[config.mk]
export PLATFORM = sky130hd
export DESIGN_NAME = eag_core
export DESIGN_NICKNAME = d
export VERILOG_FILES = /design/src/eag_pkg.sv /design/src/eag_core.sv
export SDC_FILE = /design/constraint.sdc
export NUM_CORES = 2
export LEC_CHECK = 0
export BUFFER_PORTS_ARGS = -buffer_cell sky130_fd_sc_hd__buf_4
export CAP_MARGIN = 40
export CORE_MARGIN = 2
export CORE_UTILIZATION = 35
export DETAILED_ROUTE_END_ITERATION = 8
export GPL_TIMING_DRIVEN = 0
export PLACE_DENSITY = 0.61
export SLEW_MARGIN = 30
export SYNTH_ARGS = -nofsm -noshare
export SYNTH_HDL_FRONTEND = slang
export SYNTH_SLANG_ARGS = --single-unit
export TNS_END_PERCENT = 100
[constraint.sdc]
create_clock -name clk -period 15.3 [get_ports clk]
set_input_delay 0.765 -clock clk [delete_from_list [all_inputs] [get_ports clk]]
set_output_delay 0.765 -clock clk [all_outputs]
set_load 0.01 [all_outputs]
[src/eag_pkg.sv]
// Constants for the static gravity angle and gravity error block.
// Assumes samples are signed fixed point in units of standard gravity.
package eag_pkg;

    // Sample format: signed 16 bit, one g equals 8192 counts
    localparam int EAG_SAMPLE_W = 16;
    localparam logic signed [EAG_SAMPLE_W-1:0] EAG_ONE_G = 16'sh2000;

    // Internal datapath width, headroom for the CORDIC gain
    localparam int EAG_DP_W = 22;

    // Angles: 16 bit binary angle, 16'h4000 is 90 degrees
    localparam int EAG_ANG_W = 16;
    localparam logic signed [EAG_ANG_W-1:0] EAG_ANG_ZERO = 16'sh0000;
    localparam logic signed [EAG_ANG_W-1:0] EAG_ANG_90 = 16'sh4000;
    localparam logic signed [EAG_ANG_W-1:0] EAG_ANG_180 = 16'sh8000;

    // CORDIC iteration count and reciprocal gain, 0.60725 in Q15
    localparam int EAG_ITER = 14;
    localparam logic [3:0] EAG_ITER_LAST = 4'hd;
    localparam logic signed [16:0] EAG_KINV = 17'sh04dba;
    localparam int EAG_KINV_SHIFT = 15;

    // Frame reorientation selections
    localparam logic [1:0] EAG_FRAME_XYZ = 2'h0;
    localparam logic [1:0] EAG_FRAME_YZX = 2'h1;
    localparam logic [1:0] EAG_FRAME_ZXY = 2'h2;

    // Angle quality indicator codes
    localparam logic [1:0] EAG_AQI_OK = 2'h0;
    localparam logic [1:0] EAG_AQI_ERROR = 2'h3;

    // Output reset values
    localparam logic [EAG_SAMPLE_W-1:0] EAG_ERR_RST = 16'h0000;

    typedef enum {
        EAG_IDLE,
        EAG_PASS1,
        EAG_COMP1,
        EAG_PASS2,
        EAG_COMP2,
        EAG_FINISH
    } eag_state_e;

    // Arctangent of 2^-i as binary angle
    function automatic logic [EAG_ANG_W-1:0] eag_atan(input logic [3:0] i);
        case (i)
            4'h0: eag_atan = 16'h2000;
            4'h1: eag_atan = 16'h12e4;
            4'h2: eag_atan = 16'h09fb;
            4'h3: eag_atan = 16'h0511;
            4'h4: eag_atan = 16'h028b;
            4'h5: eag_atan = 16'h0146;
            4'h6: eag_atan = 16'h00a3;
            4'h7: eag_atan = 16'h0051;
            4'h8: eag_atan = 16'h0029;
            4'h9: eag_atan = 16'h0014;
            4'ha: eag_atan = 16'h000a;
            4'hb: eag_atan = 16'h0005;
            4'hc: eag_atan = 16'h0003;
            4'hd: eag_atan = 16'h0001;
            default: eag_atan = 16'h0000;
        endcase
    endfunction : eag_atan

endpackage : eag_pkg

[src/eag_core.sv]
// Static pitch and roll from a gravity sample, roll-over, gimbal lock,
// gravity error and angle quality indicator.
// Assumes one clock, synchronous samples and a ready/valid source.
//
// Operation
// - Pitch is atan2 of minus x over the y-z magnitude within 90 degrees, roll is atan2 of y over z within 180 degrees.
// - The roll output is the same value that the unit rotation roll would give.
// - No yaw angle is produced, since gravity alone carries no yaw.
// - Roll-over is flagged whenever the roll magnitude is above 90 degrees.
// - Gravity purely along positive z gives zero pitch and zero roll; along negative z roll is 180 degrees.
// - Roll is flagged undefined when y and z are both zero, its value then being arbitrary.
// - Unit rotation pitch is flagged undefined when x and z are both zero.
// - Gravity error is the absolute difference between one g and the vector magnitude.
// - An error above the configured maximum puts the quality indicator in its error state.
// - The maximum error is a threshold input set by the user above expected accelerations.
// - While fusion is active the threshold never invalidates results.
// - While fusion is suspended the threshold check validates the angles.
// - Frame selection inputs reorient the unit axes to move gimbal lock away.
`timescale 1ns/1ns

module eag_core
    import eag_pkg::*;
(
    input wire logic clk,
    input wire logic rst,
    input wire logic in_valid,
    output logic in_ready,
    input wire logic signed [EAG_SAMPLE_W-1:0] in_gx,
    input wire logic signed [EAG_SAMPLE_W-1:0] in_gy,
    input wire logic signed [EAG_SAMPLE_W-1:0] in_gz,
    input wire logic [1:0] frame_axis_sel,
    input wire logic [2:0] frame_negate,
    input wire logic fusion_active,
    input wire logic [EAG_SAMPLE_W-1:0] grav_err_max,
    output logic out_valid,
    output logic signed [EAG_ANG_W-1:0] pitch_out,
    output logic signed [EAG_ANG_W-1:0] roll_out,
    output logic rollover_out,
    output logic roll_lock_out,
    output logic unit_pitch_lock_out,
    output logic [EAG_SAMPLE_W-1:0] grav_err_out,
    output logic [1:0] angle_quality_indicator
);

    typedef logic signed [EAG_DP_W-1:0] eag_dp_t;

    eag_state_e state_q;
    logic [3:0] iter_q;
    eag_dp_t cx_q;
    eag_dp_t cy_q;
    logic [EAG_ANG_W-1:0] cz_q;
    eag_dp_t gx_q;
    eag_dp_t gy_q;
    eag_dp_t gz_q;
    logic fusion_q;
    logic [EAG_SAMPLE_W-1:0] err_max_q;
    logic [EAG_ANG_W-1:0] roll_acc_q;
    logic [EAG_ANG_W-1:0] pitch_acc_q;
    eag_dp_t mag_q;
    logic take;
    eag_dp_t ax;
    eag_dp_t ay;
    eag_dp_t az;
    eag_dp_t err_full;
    logic [EAG_SAMPLE_W-1:0] err_sat;
    logic over_limit;
    logic signed [EAG_ANG_W-1:0] roll_s;
    logic signed [EAG_ANG_W-1:0] pitch_s;

    // Remove the CORDIC gain from a magnitude
    function automatic eag_dp_t eag_comp(input eag_dp_t v);
        logic signed [EAG_DP_W+16:0] p;
        p = v * EAG_KINV;
        eag_comp = p[EAG_DP_W+EAG_KINV_SHIFT-1:EAG_KINV_SHIFT];
    endfunction : eag_comp

    // Widen a sample and optionally negate it
    function automatic eag_dp_t eag_axis(
        input logic signed [EAG_SAMPLE_W-1:0] s,
        input logic neg
    );
        eag_dp_t w;
        w = eag_dp_t'(s);
        eag_axis = neg ? -w : w;
    endfunction : eag_axis

    assign in_ready = (state_q == EAG_IDLE);
    assign take = in_valid && in_ready;

    // Axis permutation and sign per frame selection
    always_comb
    begin
        case (frame_axis_sel)
            EAG_FRAME_YZX:
            begin
                ax = eag_axis(in_gy, frame_negate[0]);
                ay = eag_axis(in_gz, frame_negate[1]);
                az = eag_axis(in_gx, frame_negate[2]);
            end
            EAG_FRAME_ZXY:
            begin
                ax = eag_axis(in_gz, frame_negate[0]);
                ay = eag_axis(in_gx, frame_negate[1]);
                az = eag_axis(in_gy, frame_negate[2]);
            end
            default:
            begin
                ax = eag_axis(in_gx, frame_negate[0]);
                ay = eag_axis(in_gy, frame_negate[1]);
                az = eag_axis(in_gz, frame_negate[2]);
            end
        endcase
    end

    // Sequencer
    always_ff @(posedge clk)
    begin
        if (rst)
        begin
            state_q <= EAG_IDLE;
            iter_q <= 4'h0;
        end
        else
        begin
            case (state_q)
                EAG_IDLE:
                begin
                    iter_q <= 4'h0;
                    if (take)
                    begin
                        state_q <= EAG_PASS1;
                    end
                end
                EAG_PASS1:
                begin
                    iter_q <= iter_q + 4'h1;
                    if (iter_q == EAG_ITER_LAST)
                    begin
                        state_q <= EAG_COMP1;
                    end
                end
                EAG_COMP1:
                begin
                    iter_q <= 4'h0;
                    state_q <= EAG_PASS2;
                end
                EAG_PASS2:
                begin
                    iter_q <= iter_q + 4'h1;
                    if (iter_q == EAG_ITER_LAST)
                    begin
                        state_q <= EAG_COMP2;
                    end
                end
                EAG_COMP2:
                begin
                    state_q <= EAG_FINISH;
                end
                EAG_FINISH:
                begin
                    state_q <= EAG_IDLE;
                end
                default:
                begin
                    state_q <= EAG_IDLE;
                end
            endcase
        end
    end

    // Sample capture with configuration held for the whole computation
    always_ff @(posedge clk)
    begin
        if (rst)
        begin
            gx_q <= '0;
            gy_q <= '0;
            gz_q <= '0;
            fusion_q <= 1'b0;
            err_max_q <= EAG_ERR_RST;
        end
        else if (take)
        begin
            gx_q <= ax;
            gy_q <= ay;
            gz_q <= az;
            fusion_q <= fusion_active;
            err_max_q <= grav_err_max;
        end
    end

    // Shared vectoring CORDIC: pass 1 on (z, y), pass 2 on (|yz|, -x)
    always_ff @(posedge clk)
    begin
        if (rst)
        begin
            cx_q <= '0;
            cy_q <= '0;
            cz_q <= EAG_ANG_ZERO;
            roll_acc_q <= EAG_ANG_ZERO;
            pitch_acc_q <= EAG_ANG_ZERO;
            mag_q <= '0;
        end
        else
        begin
            case (state_q)
                EAG_IDLE:
                begin
                    if (take && az < 0)
                    begin
                        // Fold the left half plane so roll spans 180
                        cx_q <= -az;
                        cy_q <= -ay;
                        cz_q <= EAG_ANG_180;
                    end
                    else if (take)
                    begin
                        cx_q <= az;
                        cy_q <= ay;
                        cz_q <= EAG_ANG_ZERO;
                    end
                end
                EAG_PASS1, EAG_PASS2:
                begin
                    if (cy_q >= 0)
                    begin
                        cx_q <= cx_q + (cy_q >>> iter_q);
                        cy_q <= cy_q - (cx_q >>> iter_q);
                        cz_q <= cz_q + eag_atan(iter_q);
                    end
                    else
                    begin
                        cx_q <= cx_q - (cy_q >>> iter_q);
                        cy_q <= cy_q + (cx_q >>> iter_q);
                        cz_q <= cz_q - eag_atan(iter_q);
                    end
                end
                EAG_COMP1:
                begin
                    // Nonnegative x keeps pitch within 90 degrees
                    roll_acc_q <= cz_q;
                    cx_q <= eag_comp(cx_q);
                    cy_q <= -gx_q;
                    cz_q <= EAG_ANG_ZERO;
                end
                EAG_COMP2:
                begin
                    pitch_acc_q <= cz_q;
                    mag_q <= eag_comp(cx_q);
                end
                default:
                begin
                    cx_q <= cx_q;
                end
            endcase
        end
    end

    // Gravity error against one g, saturated to the output width
    assign err_full = (mag_q > eag_dp_t'(EAG_ONE_G)) ?
        mag_q - eag_dp_t'(EAG_ONE_G) : eag_dp_t'(EAG_ONE_G) - mag_q;
    assign err_sat = (err_full[EAG_DP_W-1:EAG_SAMPLE_W] != '0) ?
        {EAG_SAMPLE_W{1'b1}} : err_full[EAG_SAMPLE_W-1:0];
    assign over_limit = (err_sat > err_max_q) && !fusion_q;

    // CORDIC leaves a few LSB of residue; zero x, or zero y with nonzero z, is exact
    always_comb
    begin
        pitch_s = pitch_acc_q;
        if (gx_q == 0)
        begin
            pitch_s = EAG_ANG_ZERO;
        end
        else if (pitch_s > EAG_ANG_90)
        begin
            pitch_s = EAG_ANG_90;
        end
        else if (pitch_s < -EAG_ANG_90)
        begin
            pitch_s = -EAG_ANG_90;
        end
    end

    always_comb
    begin
        roll_s = roll_acc_q;
        if (gy_q == 0 && gz_q > 0)
        begin
            roll_s = EAG_ANG_ZERO;
        end
        else if (gy_q == 0 && gz_q < 0)
        begin
            roll_s = EAG_ANG_180;
        end
    end

    // Results; no yaw output exists since gravity cannot resolve it
    always_ff @(posedge clk)
    begin
        if (rst)
        begin
            out_valid <= 1'b0;
            pitch_out <= EAG_ANG_ZERO;
            roll_out <= EAG_ANG_ZERO;
            rollover_out <= 1'b0;
            roll_lock_out <= 1'b0;
            unit_pitch_lock_out <= 1'b0;
            grav_err_out <= EAG_ERR_RST;
            angle_quality_indicator <= EAG_AQI_OK;
        end
        else
        begin
            out_valid <= (state_q == EAG_FINISH);
            if (state_q == EAG_FINISH)
            begin
                // Zero x gives exact zero pitch; zero y with nonzero z gives exact roll
                pitch_out <= pitch_s;
                roll_out <= roll_s;
                rollover_out <= (roll_s > EAG_ANG_90)
                    || (roll_s < -EAG_ANG_90);
                roll_lock_out <= (gy_q == 0) && (gz_q == 0);
                unit_pitch_lock_out <= (gx_q == 0) && (gz_q == 0);
                grav_err_out <= err_sat;
                angle_quality_indicator <= over_limit ?
                    EAG_AQI_ERROR : EAG_AQI_OK;
            end
        end
    end

endmodule : eag_core

==> metrics.log <==
[metrics] GRT Util Overall: 25.7%
[metrics] buffers inserted during post-CTS setup optimization: 0
[metrics] Post-Layout Cell Count: 4875
[metrics] hold buffer count at CTS: 0
[metrics] LEAKAGE: 13.7 nW
[metrics] Synthesis Warnings: 0
[metrics] required time worst endpoint: 15780 ps
[metrics] area after detailed placement: 31000 µm²
[metrics] combined flip-flop and latch cell area: around 5400 µm²
[metrics] achievable frequency: 133 MHz
[metrics] max-slew violations: 0
[metrics] average footprint of a synthesized cell: between 7 and 8 µm²
[metrics] GR Overflow Total: 0
[metrics] CP Max Fanout: 10
[metrics] vias in the first global route: 27200
[metrics] Resized Gates After CTS: 0
[metrics] antenna violations before repair: 1
[metrics] Hold Fails Final Rpt: 0
[metrics] number of remaining DRC errors: 0
[metrics] syn nets: just over 4000
[metrics] final design instance area without fill: 32200 µm²
[metrics] final cycle utilization of the critical path: 49.1%
[metrics] Synth Flop Type: dfxtp_1
[metrics] routed via count: between 20000 and 30000
[metrics] violation count after the first detailed-route iteration: 2762
[metrics] Via-to-Cell Ratio: between 5 and 6
[metrics] Maximum Capacitance Violations: 0
[metrics] Detail Route Antenna Nets: 0
[metrics] clock latency on the worst-skew pair: 580 ps
[metrics] fillers: 8551
[metrics] worst supply voltage drop on vdd: 0.000434 V
[metrics] smallest hold slack: ~430 ps
[metrics] Area growth, synth to finish: 11.8%
[metrics] Setup WS post-layout: 7780 ps
[metrics] final routed wirelength across all metal layers: ~110000 µm
[metrics] class of the most critical hold timing path: in -> reg
[metrics] share of post-route cells with drive strength above 1: 9.10%
[metrics] clock slew at the register clock pins of the worst setup and hold paths: 70 ps
[metrics] number of clock buffers inserted by TritonCTS: 30
[metrics] iteration count of the initial detailed-routing pass: 8
[metrics] largest net degree at the start of global routing: 16
[metrics] endpoints failing setup: 0
[metrics] arrival time at the worst endpoint: 7990 ps
[metrics] worst slew pin tran: slightly below 1000 ps
[metrics] floorplan die height: slightly below 300 µm
[metrics] horizontal extent of the die: 291 µm
[metrics] routability-driven placement congestion ratio: around 1.0
[metrics] worst setup slack before clock tree synthesis: 7840 ps
[metrics] Clock Path Buffers: 3
[metrics] clk sink count: 271
[metrics] maximum level of the CTS H-tree: 1
[metrics] FP Rows: 105
[metrics] worst slew margin relative to its limit: between 30% and 40%
[metrics] TritonCTS clock tree: done
[metrics] synthesized area: ~29000 µm²
[metrics] unrepaired setup endpoints after global routing: no
[metrics] number of flip-flops and latches in the synthesized netlist: ~270
[metrics] die area: between 80000 and 90000 µm²
[metrics] number of distinct standard cells referenced by the synthesized netlist: 102
[metrics] fraction of the yosys area taken by sequential cells: 18.9%
[metrics] total of buffers placed on input and output ports: 99
[metrics] Final min period: 7520 ps
[metrics] Detail Placement HPWL: roughly 90000 µm
[metrics] class of the most critical setup path: reg -> reg
[metrics] sort of element at the end of the critical path: register
[metrics] Reg2Reg Depth: 21
[metrics] hold depth: 3
[metrics] Starting Density: a little over a third
[metrics] Mapped Cells: 3628
[metrics] Root Buffer Master: clkbuf_16
[metrics] core box area: 81700 µm²
[metrics] run status: complete, no violations
[metrics] io pins: 128
[metrics] TNS Setup: 0 ps
[metrics] EDFF count, synth: 0
[metrics] net count of the finished layout: 4226
[metrics] cell area power density: around 220 nW/µm²
[metrics] post-detailed-route wirelength per cell: 22.9 µm
[metrics] worst setup skew after layout: roughly 31 ps
[metrics] share of synthesized flip-flops with an asynchronous set or reset: 0%
[metrics] number of placed cells counting well taps: roughly 4800
[metrics] multi-input logic area: 21100 µm²
[metrics] wire length of the first global-routing pass: 169000 µm
[metrics] CP startpoint kind: register
==> path summary, 6_finish.rpt <==
kind	from	end	slack, ps
worst max-delay path	cx_q[20]	cx_q[21]	7780
worst min-delay path	grav_err_max[12]	err_max_q[12]	430
worst max register to register	cx_q[20]	cx_q[21]	7780
worst min register to register	err_max_q[14]	err_max_q[14]	450
==> final cells by class <==
type / instances / share of cell area (%)
Timing Repair Buffer: 122 / 3.00
Sequential cell: 271 / 16.9
Multi-Input combinational cell: 2794 / 65.6
Inverter: 322 / 3.76
Clock buffer: 41 / 2.65
Antenna cell: 1 / 0.00778
Tap cell: 1070 / 4.16
Buffer: 241 / 3.29
Clock inverter: 13 / 0.723
==> cells by family (layout without fill, tap and decap cells) <==
| group | Yosys count | count (layout) | synth area share [%] |
|---|---|---|---|
| mux | 116 | 116 | 5.51 |
| simple gates | 1121 | 1121 | 18.5 |
| flops | 271 | 271 | 18.9 |
| other cells | 0 | 1 | 0 |
| compound gates | 894 | 894 | 20.7 |
| buf+inv | 563 | 739 | 7.88 |
| xor+xnor | 292 | 292 | 8.89 |
| fa+ha+maj | 371 | 371 | 19.7 |
==> synth_stat cells (32+ instances only) <==
cell type	n	share of area [%]
nand2_1	388	5.1
inv_1	317	4.1
nor2_1	315	4.1
a21oi_1	293	5.1
dfxtp_1	271	19
ha_1	236	10
xnor2_1	173	5.3
clkbuf_1	166	2.2
o21ai_0	144	2.5
fa_1	135	9.4
xor2_1	119	3.6
nor3_1	81	1.4
a211oi_1	62	1.6
mux2i_1	56	1.9
nand3_1	56	0.97
a22oi_1	44	1.1
a21o_1	42	1.1
nand2b_1	41	0.89
nor4_1	38	0.83
o31ai_1	34	0.89
or3_1	32	0.70
==> stage by stage <==
stage,total power [W],utilization (%)
final,0.00710,39.4
after global routing,0.00761,39.4
after CTS,0.00703,39.3
after detailed placement,0.00617,38.0
after global placement,0.00617,37.8
after floorplan,0.00426,-
==> flip-flops by register name, summed over array words and instances (netlist names), named ones only <==
register / count
gy_q: 22
unit_pitch_lock_out: 1
pitch_out: 16
rollover_out: 1
iter_q: 4
cy_q: 22
roll_out: 16
gx_q: 22
angle_quality_indicator: 1
out_valid: 1
roll_lock_out: 1
pitch_acc_q: 16
grav_err_out: 16
gz_q: 22
state_q: 3
cz_q: 16
err_max_q: 16
fusion_q: 1
mag_q: 22
roll_acc_q: 16
cx_q: 22
==> layout by cell type (no fill, tap or decap), drive strengths merged, types with 32 or more instances in the layout <==
cell,instances
nand2,388
inv,320
nor2,316
a21oi,293
dfxtp,271
ha,236
clkbuf,213
buf,187
xnor2,173
o21ai,150
fa,135
xor2,119
nor3,82
a211oi,64
nand3,57
mux2i,56
a22oi,44
nor4,43
a21o,42
nand2b,41
o31ai,37
a221oi,35
or3,32
==> report_power, final <==
group | total [W] | switching (W) | internal [W]
combinational | 0.00545 | 0.00360 | 0.00184
clock | 0.000797 | 0.000307 | 0.000490
sequential | 0.000855 | 0.000104 | 0.000751
total | 0.00710 | 0.00401 | 0.00308
==> metal layers <==
layer / global-route usage, % / wire length (µm)
met4: 11.7 / 5750
met1: 34.6 / 48400
met3: 3.75 / 8460
met5: 0 / 13
met2: 40.5 / 49200
==> critical path, stage by stage, from the launching register on <==
cell	delay [ps]
dfxtp_1	580
clkbuf_1	500
inv_1	250
ha_1	400
fa_1	500
inv_1	80
fa_1	530
fa_1	440
fa_1	570
inv_1	70
fa_1	550
inv_1	50
ha_1	370
and3_1	210
a2111oi_0	570
o22ai_1	140
a21oi_1	400
o21ai_0	170
o41ai_1	320
xnor2_1	360
nand2_1	140
a221oi_2	230
Power figures use the tool's default switching activity.
